$ cat src/inc/dtrc_defines.vh
/*
  constants for the dma transfer request control block: mode codes, field positions, reset values, timing.
  assumes inclusion by bare name from the design files.
*/
`ifndef DTRC_DEFINES_VH
`define DTRC_DEFINES_VH

// ----------------------------------------
// mode field codes (control bits [3:1])
// ----------------------------------------
`define DTRC_MODE_SOFT     3'h0
`define DTRC_MODE_EXT      3'h1
`define DTRC_MODE_FSP_TX   3'h2
`define DTRC_MODE_FSP_RX   3'h3
`define DTRC_MODE_CIPH_IN  3'h4
`define DTRC_MODE_CIPH_OUT 3'h5

// ----------------------------------------
// control field positions
// ----------------------------------------
`define DTRC_CTL_RUN       0
`define DTRC_CTL_MODE_LO   1
`define DTRC_CTL_MODE_HI   3
`define DTRC_CTL_BLOCK     4
`define DTRC_CTL_BURST4    5
`define DTRC_CTL_SIZE_LO   6
`define DTRC_CTL_SIZE_HI   7
`define DTRC_CTL_ACKW_LO   13
`define DTRC_CTL_ACKW_HI   16

// ----------------------------------------
// reset values and timing
// ----------------------------------------
`define DTRC_CTL_RESET     17'h00000
`define DTRC_CNT_RESET     24'h000000
`define DTRC_BURST_UNITS   3'h4
`define DTRC_CLK_MHZ       50
`define DTRC_GAP_CYCLES    4'h2

`endif

$ cat src/core/dtrc_channel.v
/*
  one dma channel's transfer sequencing: request qualification, single/block, one/four burst,
  acknowledge pulse of programmable width, count down to idle.
  assumes control and count are written by software while idle; the bus data path sits outside
  and accepts one source/target pair per cycle of bus_read/bus_write.
*/
`timescale 1ns/1ns
`include "dtrc_defines.vh"

// Behaviour
// move data from source party to target
// software programs addresses, count, control first
// start only on a service request
// go idle once whole buffer moved
// software reprograms before every further buffer
// single mode: one unit or four-unit burst
// single mode: one request per unit, wait
// requester drops request only after acknowledge
// block mode: one request moves everything
// block transfer ends when count hits zero
// all sequencing synchronous to system clock
// mode 001, block 0, burst 0 selects single
// request and acknowledge both active high
// extra pulses during service are ignored
// request still high after ack: new request
// requester should drop request during ack
// ack width programmable 1 to 16 cycles (code: held through the beats plus 1 to 16 cycles, so 3 to 18 for one unit)
// ext request routing to channel pairs
// block mode only in external request mode
// four-burst count minus four, tail per unit
// count reduced per unit, stop at zero

module dtrc_channel #(
  parameter CNT_W   = 24,
  parameter CHAN_ID = 0
) (
  // clock and reset
  input  wire             mclk,
  input  wire             sys_rst,
  // software programming
  input  wire [16:0]      channel_control_reg,
  input  wire [CNT_W-1:0] transfer_count_reg,
  input  wire             program_strobe,
  // request sources
  input  wire [3:0]       ext_xfer_request,
  input  wire             fast_serial_port0,
  input  wire             fast_serial_port1,
  input  wire             cipher_request,
  // external acknowledge
  output reg              ext_xfer_ack,
  // bus sequencing toward the data path
  output reg              bus_read,
  output reg              bus_write,
  output reg  [1:0]       bus_size,
  output reg  [CNT_W-1:0] count_left,
  output reg              busy,
  output reg              done
);

  // ----------------------------------------
  // states
  // ----------------------------------------
  localparam ST_IDLE  = 3'h0;
  localparam ST_WAIT  = 3'h1;
  localparam ST_READ  = 3'h2;
  localparam ST_WRITE = 3'h3;
  localparam ST_ACK   = 3'h4;

  // ----------------------------------------
  // request pin synchronisers
  // ----------------------------------------
  reg [3:0] req_s1;
  reg [3:0] req_s2;
  always @(posedge mclk) begin
    if (sys_rst) begin
      req_s1 <= 4'h0;
      req_s2 <= 4'h0;
    end else begin
      req_s1 <= ext_xfer_request;
      req_s2 <= req_s1;
    end
  end

  // external request line routing per channel
  function dtrc_ext_pick;
    input [3:0] req;
    input integer ch;
    begin
      case (ch)
        0, 4:    dtrc_ext_pick = req[0];
        1, 5:    dtrc_ext_pick = req[1];
        2:       dtrc_ext_pick = req[2];
        3:       dtrc_ext_pick = req[3];
        default: dtrc_ext_pick = 1'b0;
      endcase
    end
  endfunction

  // ----------------------------------------
  // latched control
  // ----------------------------------------
  reg  [16:0] ctl;
  wire [2:0]  mode     = ctl[`DTRC_CTL_MODE_HI:`DTRC_CTL_MODE_LO];
  wire        ext_mode = (mode == `DTRC_MODE_EXT);
  wire        blk      = ctl[`DTRC_CTL_BLOCK] & ext_mode;
  wire        b4       = ctl[`DTRC_CTL_BURST4];
  wire [3:0]  ack_w    = ctl[`DTRC_CTL_ACKW_HI:`DTRC_CTL_ACKW_LO];
  wire        fsp_req  = (CHAN_ID < 3) ? fast_serial_port0 : fast_serial_port1;

  reg  src_req;
  always @* begin
    case (mode)
      `DTRC_MODE_SOFT:     src_req = 1'b1;
      `DTRC_MODE_EXT:      src_req = dtrc_ext_pick(req_s2, CHAN_ID);
      `DTRC_MODE_FSP_TX,
      `DTRC_MODE_FSP_RX:   src_req = fsp_req;
      `DTRC_MODE_CIPH_IN,
      `DTRC_MODE_CIPH_OUT: src_req = cipher_request;
      default:             src_req = 1'b0;
    endcase
  end

  // ----------------------------------------
  // counter submodule
  // ----------------------------------------
  wire             cnt_load;
  reg              cnt_step;
  wire [CNT_W-1:0] remaining;
  wire [CNT_W-1:0] step_bytes;
  wire             last_step;

  dtrc_unit_step #(
    .CNT_W (CNT_W)
  ) u_step (
    .mclk       (mclk),
    .sys_rst    (sys_rst),
    .load       (cnt_load),
    .load_val   (transfer_count_reg),
    .step       (cnt_step),
    .xfer_size  (ctl[`DTRC_CTL_SIZE_HI:`DTRC_CTL_SIZE_LO]),
    .burst4     (b4),
    .remaining  (remaining),
    .step_bytes (step_bytes),
    .last_step  (last_step)
  );

  // ----------------------------------------
  // sequencer
  // ----------------------------------------
  reg [2:0] state;
  reg [2:0] beat;
  reg [3:0] ack_cnt;
  reg [2:0] beats;
  reg       run;

  // count loads on the strobe edge itself, so the first wait cycle already sees the new count
  assign cnt_load = (state == ST_IDLE) && program_strobe;

  // beats per grant; a chained block grant must look past the step still pending in the counter
  wire [1:0]       size_sel   = ctl[`DTRC_CTL_SIZE_HI:`DTRC_CTL_SIZE_LO];
  wire [CNT_W-1:0] unit_now   = (size_sel == 2'h0) ? {{(CNT_W-1){1'b0}}, 1'b1} :
                                (size_sel == 2'h1) ? {{(CNT_W-2){1'b0}}, 2'h2} :
                                                     {{(CNT_W-3){1'b0}}, 3'h4};
  wire [CNT_W-1:0] burst_now  = unit_now << 2;
  wire [CNT_W-1:0] rem_after  = remaining - step_bytes;
  wire [2:0]       beats_now  = (b4 && remaining >= burst_now) ? `DTRC_BURST_UNITS : 3'h1;
  wire [2:0]       beats_next = (b4 && rem_after >= burst_now) ? `DTRC_BURST_UNITS : 3'h1;

  always @(posedge mclk) begin
    cnt_step <= 1'b0;
    done     <= 1'b0;
    if (sys_rst) begin
      state        <= ST_IDLE;
      ctl          <= `DTRC_CTL_RESET;
      run          <= 1'b0;
      beat         <= 3'h0;
      beats        <= 3'h1;
      ack_cnt      <= 4'h0;
      ext_xfer_ack <= 1'b0;
      bus_read     <= 1'b0;
      bus_write    <= 1'b0;
      bus_size     <= 2'h0;
      count_left   <= `DTRC_CNT_RESET;
      busy         <= 1'b0;
    end else begin
      count_left <= remaining;
      case (state)
        ST_IDLE: begin
          busy <= 1'b0;
          if (program_strobe) begin
            ctl      <= channel_control_reg;
            run      <= channel_control_reg[`DTRC_CTL_RUN];
            state    <= ST_WAIT;
          end
        end
        ST_WAIT: begin
          busy <= 1'b1;
          if (run && remaining == {CNT_W{1'b0}}) begin
            run   <= 1'b0;
            done  <= 1'b1;
            state <= ST_IDLE;
          end else if (run && src_req) begin
            beats    <= beats_now;
            beat     <= 3'h0;
            bus_size <= ctl[`DTRC_CTL_SIZE_HI:`DTRC_CTL_SIZE_LO];
            bus_read <= 1'b1;
            if (ext_mode) begin
              ext_xfer_ack <= 1'b1;
            end
            state <= ST_READ;
          end
        end
        ST_READ: begin
          // four-burst: all reads, then all writes
          if (beat == beats - 3'h1) begin
            bus_read  <= 1'b0;
            bus_write <= 1'b1;
            beat      <= 3'h0;
            state     <= ST_WRITE;
          end else begin
            beat <= beat + 3'h1;
          end
        end
        ST_WRITE: begin
          if (beat == beats - 3'h1) begin
            bus_write <= 1'b0;
            cnt_step  <= 1'b1;
            if (blk && !last_step) begin
              beats    <= beats_next;
              beat     <= 3'h0;
              bus_read <= 1'b1;
              state    <= ST_READ;
            end else begin
              ack_cnt <= 4'h0;
              state   <= ST_ACK;
            end
          end else begin
            beat <= beat + 3'h1;
          end
        end
        ST_ACK: begin
          // extra request pulses here are not counted; the pin is resampled once ack drops
          ack_cnt <= ack_cnt + 4'h1;
          if (!ext_mode || ack_cnt >= ack_w) begin
            ext_xfer_ack <= 1'b0;
            state        <= ST_WAIT;
          end
        end
        default: begin
          state <= ST_IDLE;
        end
      endcase
    end
  end

endmodule

$ cat src/core/dtrc_unit_step.v
/*
  holds the remaining transfer count and works out the bytes of the next unit or burst.
  assumes the controller loads it at start and pulses step once per moved unit or burst.
*/
`timescale 1ns/1ns
`include "dtrc_defines.vh"

module dtrc_unit_step #(
  parameter CNT_W = 24
) (
  // clock and reset
  input  wire             mclk,
  input  wire             sys_rst,
  // control
  input  wire             load,
  input  wire [CNT_W-1:0] load_val,
  input  wire             step,
  input  wire [1:0]       xfer_size,
  input  wire             burst4,
  // status
  output reg  [CNT_W-1:0] remaining,
  output wire [CNT_W-1:0] step_bytes,
  output wire             last_step
);

  // ----------------------------------------
  // unit sizing
  // ----------------------------------------
  function [CNT_W-1:0] dtrc_unit_bytes;
    input [1:0] sz;
    begin
      case (sz)
        2'h0:    dtrc_unit_bytes = {{(CNT_W-1){1'b0}}, 1'b1};
        2'h1:    dtrc_unit_bytes = {{(CNT_W-2){1'b0}}, 2'h2};
        default: dtrc_unit_bytes = {{(CNT_W-3){1'b0}}, 3'h4};
      endcase
    end
  endfunction

  wire [CNT_W-1:0] unit = dtrc_unit_bytes(xfer_size);
  wire [CNT_W-1:0] burst = unit << 2;

  // a misaligned tail goes one unit at a time, and a last part unit as the bytes left
  assign step_bytes = (burst4 && remaining >= burst) ? burst :
                      (remaining >= unit) ? unit : remaining;
  assign last_step  = (remaining <= step_bytes);

  // ----------------------------------------
  // counter
  // ----------------------------------------
  always @(posedge mclk) begin
    if (sys_rst) begin
      remaining <= `DTRC_CNT_RESET;
    end else if (load) begin
      remaining <= load_val;
    end else if (step) begin
      remaining <= remaining - step_bytes;
    end
  end

endmodule

$ cat config.mk
export PLATFORM = sky130hd
export DESIGN_NAME = dtrc_channel
export DESIGN_NICKNAME = d
export VERILOG_FILES = /design/src/core/dtrc_channel.v /design/src/core/dtrc_unit_step.v
export VERILOG_INCLUDE_DIRS = /design/src /design/src/inc
export SDC_FILE = /design/constraint.sdc
export NUM_CORES = 1
export LEC_CHECK = 0
export BUFFER_PORTS_ARGS = -buffer_cell sky130_fd_sc_hd__buf_4
export CELL_PAD_IN_SITES_DETAIL_PLACEMENT = 1
export CELL_PAD_IN_SITES_GLOBAL_PLACEMENT = 2
export CORE_MARGIN = 5
export CORE_UTILIZATION = 34
export DETAILED_ROUTE_END_ITERATION = 10
export PLACE_DENSITY = 0.83
export SLEW_MARGIN = 30
export SYNTH_ARGS = -nofsm -noshare
export SYNTH_HDL_FRONTEND = slang
export SYNTH_SLANG_ARGS = --single-unit
$ cat constraint.sdc
create_clock -name mclk -period 5.5 [get_ports mclk]
set_input_delay 1.1 -clock mclk [delete_from_list [all_inputs] [get_ports mclk]]
set_output_delay 1.1 -clock mclk [all_outputs]
set_load 0.01 [all_outputs]
Yosys cells after proc, flatten, opt, wreduce, memory -nomap -nowiden
Cells that the tools add are included.

word-level totals
  logic and storage cells = 140
  output and inout port bits = 31
  bits in registers = 89

cells by class
  muxes and demuxes = 51
  order comparisons = 6
  $add $sub $neg = 4
  bitwise logic cells = 4
  reduce and logical (&&, ||, !) cells = 35
  eq/ne operators = 23

operator list
  operator                                              number
  two-way mux 24 bit                                    4
  greater-or-equal comparator 24 x 5 -> 1 bit           3
  two-way mux 3 bit                                     20
  greater-or-equal comparator 24 x 3 -> 1 bit           1
  less-or-equal comparator 24 bit                       1
  zero test 24 bit                                      1
  subtractor 24 bit                                     1
  inequality test 2 bit (second input constant)         10
  one-hot mux 3 bit (5 select lines)                    1
  AND reduction 5 bit                                   3
  two-way mux 1 bit                                     14
  equality test 3 x 2 -> 1 bit (second input constant)  4
  one-hot mux 3 bit (2 select lines)                    2
  AND reduction 3 bit                                   4
  nonzero test 2 bit                                    6
  equality test 3 bit (second input constant)           3
  one-hot mux 3 bit (3 select lines)                    1
  two-way mux 4 bit                                     2
  one-hot mux 1 bit (2 select lines)                    4
  one-hot mux 4 bit (2 select lines)                    1
  OR reduction 2 bit                                    4
  logical AND 1 bit                                     7
  equality test 3 x 1 -> 1 bit (second input constant)  2
  zero test 3 bit                                       2
  other kinds (18)                                      22

Depth between registers and ports, before layout
Gate-level depths: netlist (run 1).

  depth in word-level cells = 12
  gate-level depth with buffers = 24
  depth with buffers taken out = 23

By module
A second synthesis (run 1) with hierarchy kept.

unflattened totals
  cell total of the unflattened synthesis = 858
  area total of the unflattened synthesis = 6612.6 um^2

modules (own cells, without submodules)
  module          instances  cells each  area each (um^2)
  dtrc_channel    1          494         3933.8
  dtrc_unit_step  1          364         2678.8

Least setup slack after synthesis (run 1)
OpenSTA, ideal clock, no wires.

  path type = flip-flop to flip-flop
  start point = register ctl[7]
  end point = register beats[2]
  setup slack = 674 ps
  buffers on the path = 1
  arrival time = 4701 ps
  cell stages (with the launch flop) = 24
  required time = 5375 ps
  library setup time = 125 ps
  cells stage by stage = dfxtp_1 clkbuf_1 nor2_1 ha_1 nand2b_1 a21o_1 a21oi_1 nand2_1 mux2i_1 or2_2 ha_1 nand2b_1 nand2b_1 a21oi_1 xnor2_1 ha_1 and4b_1 o31a_1 nor3_1 o21ai_0 or4b_1 a2111oi_2 nand2b_1 o41a_1

between the ends
  longest elaborated chain between the ends = 12

RTL lines
  what                                                                                                               line                                                         text
  start: declaration                                                                                                 dtrc_channel.v:102                                           reg [16:0] ctl;
  start signal: assignment                                                                                           dtrc_channel.v:174                                           ctl <= `DTRC_CTL_RESET;
  start signal: assignment                                                                                           dtrc_channel.v:191                                           ctl <= channel_control_reg;
  equality test 2 x 1 -> 1 bit / zero test 2 bit (equally long branches)                                             dtrc_channel.v:162, dtrc_unit_step.v:32, dtrc_channel.v:161
  one-hot mux 3 bit (2 select lines)                                                                                 dtrc_unit_step.v:32                                          case (sz)
  greater-or-equal comparator 24 x 3 -> 1 bit / greater-or-equal comparator 24 x 5 -> 1 bit (equally long branches)  dtrc_unit_step.v:45, dtrc_unit_step.v:44
  two-way mux 24 bit / logical AND 1 bit (equally long branches)                                                     dtrc_unit_step.v:45, dtrc_unit_step.v:44
  two-way mux 24 bit                                                                                                 dtrc_unit_step.v:44                                          assign step_bytes = (burst4 && remaining >= burst) ? burst :
  subtractor 24 bit                                                                                                  dtrc_channel.v:165                                           wire [CNT_W-1:0] rem_after = remaining - step_bytes;
  greater-or-equal comparator 24 x 5 -> 1 bit                                                                        dtrc_channel.v:167                                           wire [2:0] beats_next = (b4 && rem_after >= burst_now) ? `DTRC_BURST_UNITS : 3'h1;
  logical AND 1 bit                                                                                                  dtrc_channel.v:167
  two-way mux 3 bit                                                                                                  dtrc_channel.v:167
  two-way mux 3 bit                                                                                                  dtrc_channel.v:228                                           if (blk && !last_step) begin
  two-way mux 3 bit                                                                                                  dtrc_channel.v:225                                           if (beat == beats - 3'h1) begin
  one-hot mux 3 bit (2 select lines)                                                                                 dtrc_channel.v:187                                           case (state)
  end signal: assignment                                                                                             dtrc_channel.v:203                                           beats <= beats_now;
  end signal: assignment                                                                                             dtrc_channel.v:229                                           beats <= beats_next;
  end: declaration                                                                                                   dtrc_channel.v:153                                           reg [2:0] beats;

Several ways; a longest one is shown, not always the timed one. The select of a mux whose other input is x is not followed.
A chain may end at the register's enable or synchronous reset.

Worst setup path after layout (run 1)
  start point = register ctl[6]
  end point = register beats[2]

The elaborated chain is that of the path after synthesis.

==> results of run 1 <==
[cells by family (layout without fill, tap and decap cells)]
| kind of cell | count (synthesis) | in the layout | synth area share [%] |
|---|---|---|---|
| AOI/OAI and AO/OA | 167 | 167 | 21.7 |
| xor gates and xnor gates | 18 | 18 | 3.02 |
| DFF | 82 | 82 | 31.5 |
| buffers and inverters | 56 | 114 | 5.35 |
| and+or+nand+nor | 240 | 240 | 22.9 |
| muxes | 27 | 27 | 5.28 |
| adders and majority gates | 42 | 42 | 10.2 |
| other | 1 | 19 | 0.0719 |
[state kept, by name (all words and copies together), names as in the netlist, 2 cells and up]
signal	cells
ack_cnt	4
beat	3
beats	2
bus_size	2
count_left	24
ctl	11
state	3
u_step.remaining	24
[where the power goes]
part           internal [mW]  leakage (nW)  switching, mW  total, mW
Combinational          0.258          1.73          0.376      0.634
Sequential             0.641         0.672         0.0488      0.690
Clock                  0.351         0.136          0.258      0.609
[worst paths after layout]
kind | end | depth (start not counted)
setup reg to reg | beats[2] | 22
setup / recovery | beats[2] | 22
hold reg to reg | req_s2[0] | 1
hold / removal | req_s2[0] | 1
[synthesized netlist by cell type (3+ instances only)]
cell type | n | area [um^2]
a211o_1 | 4 | 35.0
a211oi_1 | 19 | 143
a21boi_0 | 3 | 22.5
a21o_1 | 8 | 60.1
a21oi_1 | 59 | 295
a311oi_1 | 3 | 26.3
a31oi_1 | 3 | 18.8
and2_1 | 4 | 25.0
and3_1 | 3 | 18.8
buf_1 | 3 | 11.3
buf_6 | 9 | 101
clkbuf_1 | 19 | 71.3
dfxtp_1 | 82 | 1640
ha_1 | 41 | 513
inv_1 | 24 | 90.1
mux2_2 | 4 | 45.0
mux2i_1 | 23 | 230
nand2_1 | 59 | 221
nand2b_1 | 8 | 50.1
nand3_1 | 8 | 40.0
nand4_1 | 8 | 50.1
nor2_1 | 70 | 263
nor2b_1 | 29 | 181
nor3_1 | 18 | 90.1
nor3b_1 | 5 | 37.5
nor4_1 | 6 | 37.5
o211ai_1 | 7 | 52.6
o21a_1 | 3 | 22.5
o21ai_0 | 18 | 90.1
o21ai_1 | 5 | 25.0
o311ai_0 | 3 | 26.3
or3_1 | 4 | 25.0
xnor2_1 | 12 | 105
xor2_1 | 6 | 52.6
[timing repair]
action	CTS	global route
gates resized for setup	0	7
endpoints found under the setup margin	0	2
hold endpoints to repair	0	0
[per-stage QoR]
step	worst slack [ps]	util [%]	hold slack [ps]	instance area (um^2)	instances
6_report	254	41.1	439	6220	897
5_1_grt	-8.58	41.1	456	6220	897
4_1_cts	112	40.8	450	6180	897
3_5_place_dp	112	38.9	442	5900	881
3_3_place_gp	209	38.9	426	5890	881
2_1_floorplan	674	-	414	5280	651
[layer usage]
| metal | up-vias | track usage [%] |
|---|---|---|
| met5 | - | 0 |
| met4 | 0 | 5.03 |
| met3 | 12 | 3.90 |
| met2 | 76 | 30.0 |
| met1 | 2340 | 23.3 |
| li1 | 2415 | - |
[critical path, delay by kind of cell, from the launching register on]
family	cells	cell delay, ps
flops	1	420
simple gates	9	1930
compound gates	7	1470
xor+xnor	1	180
buf+inv	1	110
fa+ha+maj	3	890
mux	1	150
[area by class of cell]
type	instances	area, um^2	area share (%)
inverters	24	90.1	1.45
well taps	188	235	3.78
flip-flops and latches	82	1640	26.4
clock inverters	5	55.1	0.885
repair buffers	74	556	8.93
multi-input cells	513	3410	54.8
clock buffers	11	233	3.74
==> results.sh, run 1 <==
export IMPL_outcome="finished clean"
export IMPL_synth_edf_count=0
export IMPL_clock_skew_final_ps=12.2
export IMPL_cts_tree="yes"
export IMPL_hp_class="reg2reg"
export IMPL_layout_commonest_cell="dfxtp_1"
export IMPL_vias=4843
export IMPL_worstSetupStartpoint="ctl[6]"
export IMPL_clkLatencyLatePin_ps=350
export IMPL_hpwl_um=11900
export IMPL_synth_distinct_cells=80
export IMPL_endpoint_kind="flop"
export IMPL_slowest_stage="or4b_1"
export IMPL_cts_root_buf="clkbuf_16"
export IMPL_worst_slew_pin_transition_ps=876
export IMPL_crit_chain="nor2b_4 > inv_1 > ha_1 > a21o_1 > a21oi_1 > nand2_1 > mux2i_1 > or2_2 > ha_1 > nand2b_1 > nand2b_1 > a21oi_1 > xnor2_1 > ha_1 > and4b_1 > o31a_1 > nor3_1 > o21ai_0 > or4b_1 > a2111oi_2 > nand2b_1 > o41a_1"
export IMPL_min_period_over_period_pct=95.4
export IMPL_cts_sinks=82
export IMPL_power_mw=1.93
export IMPL_drc=0
export IMPL_clockBufferDepth=2
export IMPL_area_growth_pct=19.3
export IMPL_hold_start="req_s1[0]"
export IMPL_fp_row_count=45
export IMPL_drive_gt1_share_pct=16.5
export IMPL_synth_top_flop_cell="dfxtp_1"
export IMPL_r2r_setup_slack_ps=250
export IMPL_grt_ovfl_total=0
export IMPL_fin_crit_ps=5250
export IMPL_cts_clk_slew_worst_paths_ps=60
export IMPL_async_reset_ff_share_pct=0
export IMPL_htreeDepth=3
export IMPL_maxCapViolCount=0
export IMPL_gp_congestion=0.875
export IMPL_die_h_um=134
export IMPL_ir_drop_uv=157
export IMPL_grt_pass1_wl_um=26000
export IMPL_pwr_density_cell_nw_per_um2=311
export IMPL_drt_wl_total_um=15900
export IMPL_coreArea_um2=15100
export IMPL_wl_met2_um=7680
export IMPL_grt_pass1_vias=5051
export IMPL_drtIter0Drc=198
export IMPL_drt_met1_wl_um=7510
export IMPL_track_usage_pct=17.9
export IMPL_dr_wl_met3_um=566
export IMPL_maxSlewHeadroom_pct=41.6
export IMPL_crit_required_ps=5740
export IMPL_detail_route_antenna_nets=0
export IMPL_syn_inst=633
export IMPL_topRoutingLayerUsed="met4"
export IMPL_nNetsFinal=797
export IMPL_worst_setup_path_start_kind="flop"
export IMPL_seq_area_frac_synth_pct=31.5
export IMPL_grt_max_degree=86
export IMPL_routedWlPerCell_um=17.7
export IMPL_ys_seq_elements=82
export IMPL_fillCellCount=1801
export IMPL_final_setup_viol_count=0
export IMPL_worstReg2RegStart="ctl[6]"
export IMPL_path_class="reg2reg"
export IMPL_fmax_mhz=191
export IMPL_dieArea_um2=17900
export IMPL_cts_hold_buffers_added=0
export IMPL_max_stage_delay_ps=600
export IMPL_die_x_um=134
export IMPL_vias_per_cell=5.40
export IMPL_path_max_fanout=5
export IMPL_mostFrequentLayoutCells="dfxtp_1 (81), buf_4 (74), nor2_1 (69)"
export IMPL_num_io_pins=82
export IMPL_slew_viol_final=0
export IMPL_drt_pre_antenna_iters=4
export IMPL_netlist_area_um2=5210
export IMPL_timing_setup_tns_ps=0
export IMPL_antenna_cells=0
export IMPL_p_leak_nw=2.54
export IMPL_yosys_warnings=0
export IMPL_antenna_found_initial=0
export IMPL_port_buffers=72
export IMPL_cp_data_arrival_time_ps=5480
export IMPL_avgSynthCellArea_um2=8.23
export IMPL_start_util_pct=34.4
export IMPL_cts_setup_buffers=0
export IMPL_cts_buffers=9
export IMPL_final_hold_viol_count=0
No activity file was read; power rests on OpenSTA's default activity.
==> run 2: changes to the inputs <==
--- a/config.mk
+++ b/config.mk
@@ -7,10 +7,8 @@
 export NUM_CORES = 1
 export LEC_CHECK = 0
 export BUFFER_PORTS_ARGS = -buffer_cell sky130_fd_sc_hd__buf_4
-export CELL_PAD_IN_SITES_DETAIL_PLACEMENT = 1
-export CELL_PAD_IN_SITES_GLOBAL_PLACEMENT = 2
 export CORE_MARGIN = 5
-export CORE_UTILIZATION = 34
+export CORE_UTILIZATION = 58
 export DETAILED_ROUTE_END_ITERATION = 10
 export PLACE_DENSITY = 0.83
 export SLEW_MARGIN = 30
==> results.sh, run 2 (synthesis gave the netlist of run 1 again) <==
export IMPL_worst_slew_pin_transition_ps=869
export IMPL_outcome="finished clean"
export IMPL_area_growth_pct=16.4
export IMPL_drt_wl_total_um=13900
export IMPL_reg2reg_depth=22
export IMPL_endpoint_kind="flop"
export IMPL_fin_crit_ps=5180
export IMPL_drc=0
export IMPL_detail_route_antenna_nets=0
export IMPL_p_leak_nw=2.52
export IMPL_min_path_cells=1
export IMPL_max_stage_delay_ps=580
export IMPL_placed_area_um2=5790
export IMPL_gp_congestion=0.908
export IMPL_fp_row_count=34
export IMPL_whs_ps=448
export IMPL_grt_pass1_wl_um=22900
export IMPL_htreeDepth=3
export IMPL_min_to="req_s2[0]"
export IMPL_grt_ovfl_total=0
export IMPL_die_x_um=105
export IMPL_cts_hold_buffers_added=0
export IMPL_drtIter0Drc=236
export IMPL_clock_skew_final_ps=13.4
export IMPL_pwr_density_cell_nw_per_um2=295
export IMPL_nNetsFinal=798
export IMPL_ir_drop_uv=159
export IMPL_clockBufferDepth=2
export IMPL_path_class="reg2reg"
export IMPL_post_route_cell_area_um2=6070
export IMPL_worstReg2RegStart="ctl[6]"
export IMPL_die_h_um=105
export IMPL_cts_clk_slew_worst_paths_ps=100
export IMPL_routedWlPerCell_um=17.0
export IMPL_grt_pass1_vias=4693
export IMPL_maxSlewHeadroom_pct=42.1
export IMPL_num_io_pins=82
export IMPL_drt_pre_antenna_iters=4
export IMPL_crit_chain="nor2b_4 > inv_1 > ha_1 > a21o_1 > a21oi_1 > nand2_2 > mux2i_1 > or2_2 > ha_1 > nand2b_1 > nand2b_1 > a21oi_1 > xnor2_1 > ha_1 > and4b_1 > o31a_1 > nor3_1 > o21ai_0 > or4b_4 > a2111oi_2 > nand2b_1 > o41a_1"
export IMPL_min_period_over_period_pct=94.1
export IMPL_hold_start="req_s1[0]"
export IMPL_clkLatencyLatePin_ps=360
export IMPL_track_usage_pct=24.9
export IMPL_port_buffers=72
export IMPL_top_regs="count_left (24), u_step.remaining (24), ctl (11)"
export IMPL_slew_viol_final=0
export IMPL_slowest_stage="or4b_4"
export IMPL_cts_tree="yes"
export IMPL_timing_setup_tns_ps=0
export IMPL_mostFrequentLayoutCells="dfxtp_1 (80), buf_4 (75), nor2_1 (69)"
export IMPL_cts_sinks=82
export IMPL_maxCapViolCount=0
export IMPL_hp_class="reg2reg"
export IMPL_path_max_fanout=5
export IMPL_drive_gt1_share_pct=17.2
export IMPL_vias_per_cell=5.90
export IMPL_r2r_setup_slack_ps=320
export IMPL_final_setup_viol_count=0
export IMPL_hpwl_um=10400
export IMPL_crit_required_ps=5740
export IMPL_antenna_cells=0
export IMPL_coreArea_um2=8720
export IMPL_fillCellCount=747
export IMPL_dieArea_um2=11000
export IMPL_rsz0062_at_grt="no"
export IMPL_cp_data_arrival_time_ps=5410
export IMPL_fmax_mhz=193
export IMPL_start_util_pct=59.8
export IMPL_vias=4827
export IMPL_cts_root_buf="clkbuf_8"
export IMPL_layout_commonest_cell="dfxtp_1"
export IMPL_final_hold_viol_count=0
export IMPL_cts_buffers=9
export IMPL_antenna_found_initial=0
export IMPL_r2r_end="beats[2]"
export IMPL_worst_setup_path_start_kind="flop"
export IMPL_grt_max_degree=86
[run 2: changes by cell type in the layout (fill, tap and decap cells not counted), sizes merged]
cell,previous run,this run
inv,24,28
clkbuf,11,9
clkinvlp,2,0
buf,74,75
[run 2: metal layers]
layer	up-vias	global-route usage [%]	wire [um]
met3	19	4.25	666
met2	120	42.4	6690
met4	0	6.94	205
li1	2417	-	-
met1	2271	32.6	6370
met5	-	0	0
[run 2: power by group]
part | internal [mW] | total (mW) | leakage (nW) | switching, mW
Combinational | 0.259 | 0.629 | 1.74 | 0.370
Clock | 0.218 | 0.474 | 0.107 | 0.255
Sequential | 0.641 | 0.689 | 0.673 | 0.0480
Total | 1.12 | 1.79 | 2.52 | 0.673
[run 2: metrics by stage]
step | cells | util [%] | worst slack [ps] | power, mW
floorplan | 651 | - | 674 | 1.15
global placement | 801 | 66.4 | 238 | 1.29
detailed placement | 801 | 66.4 | 157 | 1.31
CTS | 817 | 68.7 | 118 | 1.78
global route | 818 | 69.6 | 18.8 | 1.90
finish | 818 | 69.6 | 323 | 1.79
[run 2: worst max-delay path, delay by kind of cell (launching register included)]
kind                       cells  cell delay (ps)
adders and majority gates      3              870
buffers and inverters          1              120
muxes                          1              140
AOI/OAI and AO/OA              7             1520
and+or+nand+nor                9             1850
xor gates and xnor gates       1              170
DFF                            1              390
[run 2: worst max-delay path by stage]
stage / start / endpoint / slack (ps) / depth (start not counted)
floorplan: ctl[7] / beats[2] / 670 / 23
global route: ctl[6] / beats[2] / 20 / 22
CTS: u_step.remaining[18] / beats[2] / 120 / 20
finish: ctl[6] / beats[2] / 320 / 22
global placement: u_step.remaining[18] / beats[2] / 240 / 20
detailed placement: u_step.remaining[18] / beats[0] / 160 / 20
[run 2: layout make-up]
class | instances | area, um^2 | share of cell area, %
clock buffers | 9 | 124 | 2.04
clock inverters | 7 | 81.3 | 1.34
inverters | 24 | 90.1 | 1.48
multi-input cells | 513 | 3430 | 56.5
flip-flops and latches | 82 | 1650 | 27.2
well taps | 108 | 135 | 2.23
repair buffers | 75 | 563 | 9.28
[run 2: timing repair]
| item | CTS | global route |
|---|---|---|
| resized for setup | 0 | 15 |
| setup endpoints to repair | 0 | 2 |
| setup buffers | 0 | 1 |
==> run 3: changes to the inputs <==
--- a/config.mk
+++ b/config.mk
@@ -8,10 +8,11 @@
 export LEC_CHECK = 0
 export BUFFER_PORTS_ARGS = -buffer_cell sky130_fd_sc_hd__buf_4
 export CORE_MARGIN = 5
-export CORE_UTILIZATION = 58
+export CORE_UTILIZATION = 54
 export DETAILED_ROUTE_END_ITERATION = 10
-export PLACE_DENSITY = 0.83
+export PLACE_DENSITY = 0.8
 export SLEW_MARGIN = 30
 export SYNTH_ARGS = -nofsm -noshare
 export SYNTH_HDL_FRONTEND = slang
+export SYNTH_HIERARCHICAL = 1
 export SYNTH_SLANG_ARGS = --single-unit
==> constraint.sdc (replaced) <==
create_clock -name mclk -period 4.75 [get_ports mclk]
set_input_delay 0.95 -clock mclk [delete_from_list [all_inputs] [get_ports mclk]]
set_output_delay 0.95 -clock mclk [all_outputs]
set_load 0.01 [all_outputs]
==> results.sh, run 3 <==
export IMPL_max_stage_delay_ps=390
export IMPL_ir_drop_uv=289
export IMPL_maxCapViolCount=0
export IMPL_netlist_area_um2=6610
export IMPL_reg2reg_depth=26
export IMPL_drive_gt1_share_pct=21.8
export IMPL_cts_root_buf="clkbuf_16"
export IMPL_endpoint_kind="flop"
export IMPL_coreArea_um2=12000
export IMPL_antenna_found_initial=0
export IMPL_min_path_cells=1
export IMPL_async_reset_ff_share_pct=0
export IMPL_critical_path_depth=26
export IMPL_multi_input_area_um2=4790
export IMPL_fin_cells=1152
export IMPL_gp_congestion=0.944
export IMPL_clkLatencyLatePin_ps=360
export IMPL_drc=0
export IMPL_crit_required_ps=4960
export IMPL_path_max_fanout=4
export IMPL_num_io_pins=82
export IMPL_grt_pass1_wl_um=28500
export IMPL_final_core_util_pct=68.8
export IMPL_slowest_stage="or3b_1"
export IMPL_p_leak_nw=3.68
export IMPL_fp_row_count=40
export IMPL_setup_ws_ps=-381
export IMPL_final_setup_viol_count=7
export IMPL_rsz0062_at_grt="yes"
export IMPL_drtIter0Drc=458
export IMPL_cts_clk_slew_worst_paths_ps=60
export IMPL_cp_data_arrival_time_ps=5340
export IMPL_drt_wl_total_um=17900
export IMPL_fin_crit_ps=5130
export IMPL_clockBufferDepth=2
export IMPL_fmax_mhz=195
export IMPL_hp_class="reg2reg"
export IMPL_die_x_um=121
export IMPL_yosys_warnings=6
export IMPL_pwr_density_cell_nw_per_um2=503
export IMPL_ys_seq_elements=82
export IMPL_slew_viol_final=0
export IMPL_synth_most_common_cell="nand2_1"
export IMPL_cts_buffers=9
export IMPL_placed_area_um2=7790
export IMPL_synth_top_flop_cell="dfxtp_1"
export IMPL_outcome="complete, but fails checks"
export IMPL_crit_family="simple AND/OR/NAND/NOR gates"
export IMPL_cts_sinks=82
export IMPL_cts_tree="yes"
export IMPL_mostFrequentLayoutCells="buf_4 (143), nand2_1 (82), a21oi_1 (82)"
export IMPL_yosysTopAreaCellShare_pct=24.8
export IMPL_cp_num_buf_inv=0
export IMPL_htreeDepth=3
export IMPL_post_route_cell_area_um2=8260
export IMPL_die_h_um=121
export IMPL_area_growth_pct=24.9
export IMPL_cts_hold_buffers_added=0
export IMPL_failed_checks="setup timing"
export IMPL_track_usage_pct=24.1
export IMPL_vias=6500
export IMPL_seq_area_frac_synth_pct=24.8
export IMPL_start_util_pct=55.1
export IMPL_top_regs="count_left (24), u_step/remaining (24), ctl (11)"
export IMPL_place_inst=1127
export IMPL_vias_per_cell=5.64
export IMPL_detail_route_antenna_nets=0
export IMPL_layout_commonest_cell="buf_4"
export IMPL_final_hold_viol_count=0
export IMPL_grt_pass1_vias=6208
export IMPL_port_buffers=72
export IMPL_synth_distinct_cells=83
export IMPL_path_class="reg2reg"
export IMPL_nNetsFinal=1117
export IMPL_synth_edf_count=0
export IMPL_hpwl_um=13000
export IMPL_drt_pre_antenna_iters=5
export IMPL_fillCellCount=1002
export IMPL_routedWlPerCell_um=15.5
export IMPL_grt_ovfl_total=0
export IMPL_regArea_um2=1650
export IMPL_worst_slew_pin_transition_ps=935
export IMPL_ys_top_cells_by_count="nand2_1 (85), a21oi_1 (83), dfxtp_1 (82), nor2_1 (79), ha_1 (64)"
export IMPL_critPathMostFrequentCell="a21o_1"
export IMPL_syn_inst=858
export IMPL_synth_area_leader_cell="dfxtp_1"
export IMPL_min_period_over_period_pct=108
export IMPL_antenna_cells=0
export IMPL_maxSlewHeadroom_pct=37.5
export IMPL_avgSynthCellArea_um2=7.71
export IMPL_synthTopCellsByArea="dfxtp_1 (25%), ha_1 (12%), a21oi_1 (6.3%), nand2_1 (4.8%), nor2_1 (4.5%)"
export IMPL_clock_skew_final_ps=10.2
export IMPL_worst_setup_path_start_kind="flop"
export IMPL_dieArea_um2=14600
export IMPL_grt_max_degree=83
-- run 3: cell types whose count changed in the layout (fill, tap and decap cells not counted), moves of 19 or more --
cell | before | now
inv_1 | 24 | 60
buf_4 | 75 | 143
a21oi_1 | 59 | 82
a21o_1 | 8 | 29
ha_1 | 41 | 60
nand2_1 | 58 | 82
conb_1 | 19 | 38
-- run 3: cell type report --
| class | count | share of cell area (%) |
|---|---|---|
| clock buffer | 10 | 2.89 |
| clock inverter | 6 | 0.576 |
| inverter | 63 | 2.89 |
| multi-input combinational | 699 | 58.1 |
| sequential | 82 | 20.0 |
| tap | 147 | 2.23 |
| timing repair buffer | 145 | 13.4 |
-- run 3: report_power, final --
group	total (mW)	leakage, nW	internal (mW)	switching [mW]
Clock	0.687	0.140	0.374	0.313
Combinational	2.56	2.86	1.17	1.39
Sequential	0.904	0.673	0.812	0.0923
Total	4.15	3.68	2.36	1.80
-- run 3: logic make-up (layout without fill, tap and decap cells) --
logic type | Yosys count | in the layout | synth area share [%]
other cells | 2 | 38 | 0.114
simple gates | 316 | 316 | 23.8
xor+xnor | 31 | 31 | 4.11
fa+ha+maj | 67 | 67 | 12.9
compound gates | 240 | 240 | 25.7
mux | 7 | 7 | 1.08
flops | 82 | 82 | 24.8
buf+inv | 113 | 224 | 7.57
-- run 3: timing repair --
action / in CTS / in global routing
setup endpoints to repair: 12 / 16
gates resized for setup: 7 / 16
hold endpoints to repair: 0 / 0
pin swaps: 9 / 9
buffers inserted: 7 / 3
-- run 3: through the flow --
step                hold WS [ps]  total power [mW]  setup TNS, ps  setup slack (ps)
CTS                          447              4.06          -1150              -262
finish                       447              4.15          -1590              -381
global placement             420              3.23          -1120              -236
global route                 466              4.47          -3540              -596
floorplan                    414              2.56           -168              -111
detailed placement           433              3.29          -2140              -349
-- run 3: path summary, 6_finish.rpt --
kind             start         to  slack, ps
min reg2reg  req_s1[0]  req_s2[0]        450
min          req_s1[0]  req_s2[0]        450
max             ctl[7]    beat[2]       -380
max reg2reg     ctl[7]    beat[2]       -380
-- run 3: metal layers --
layer,part of all wire (%),GRT usage (%),wire (um),vias up
li1,-,-,-,3291
met1,44,30.4,7820,2999
met2,48,41.1,8590,171
met3,5.3,3.93,952,39
met4,2.9,9.56,518,0
met5,0,0,0,-
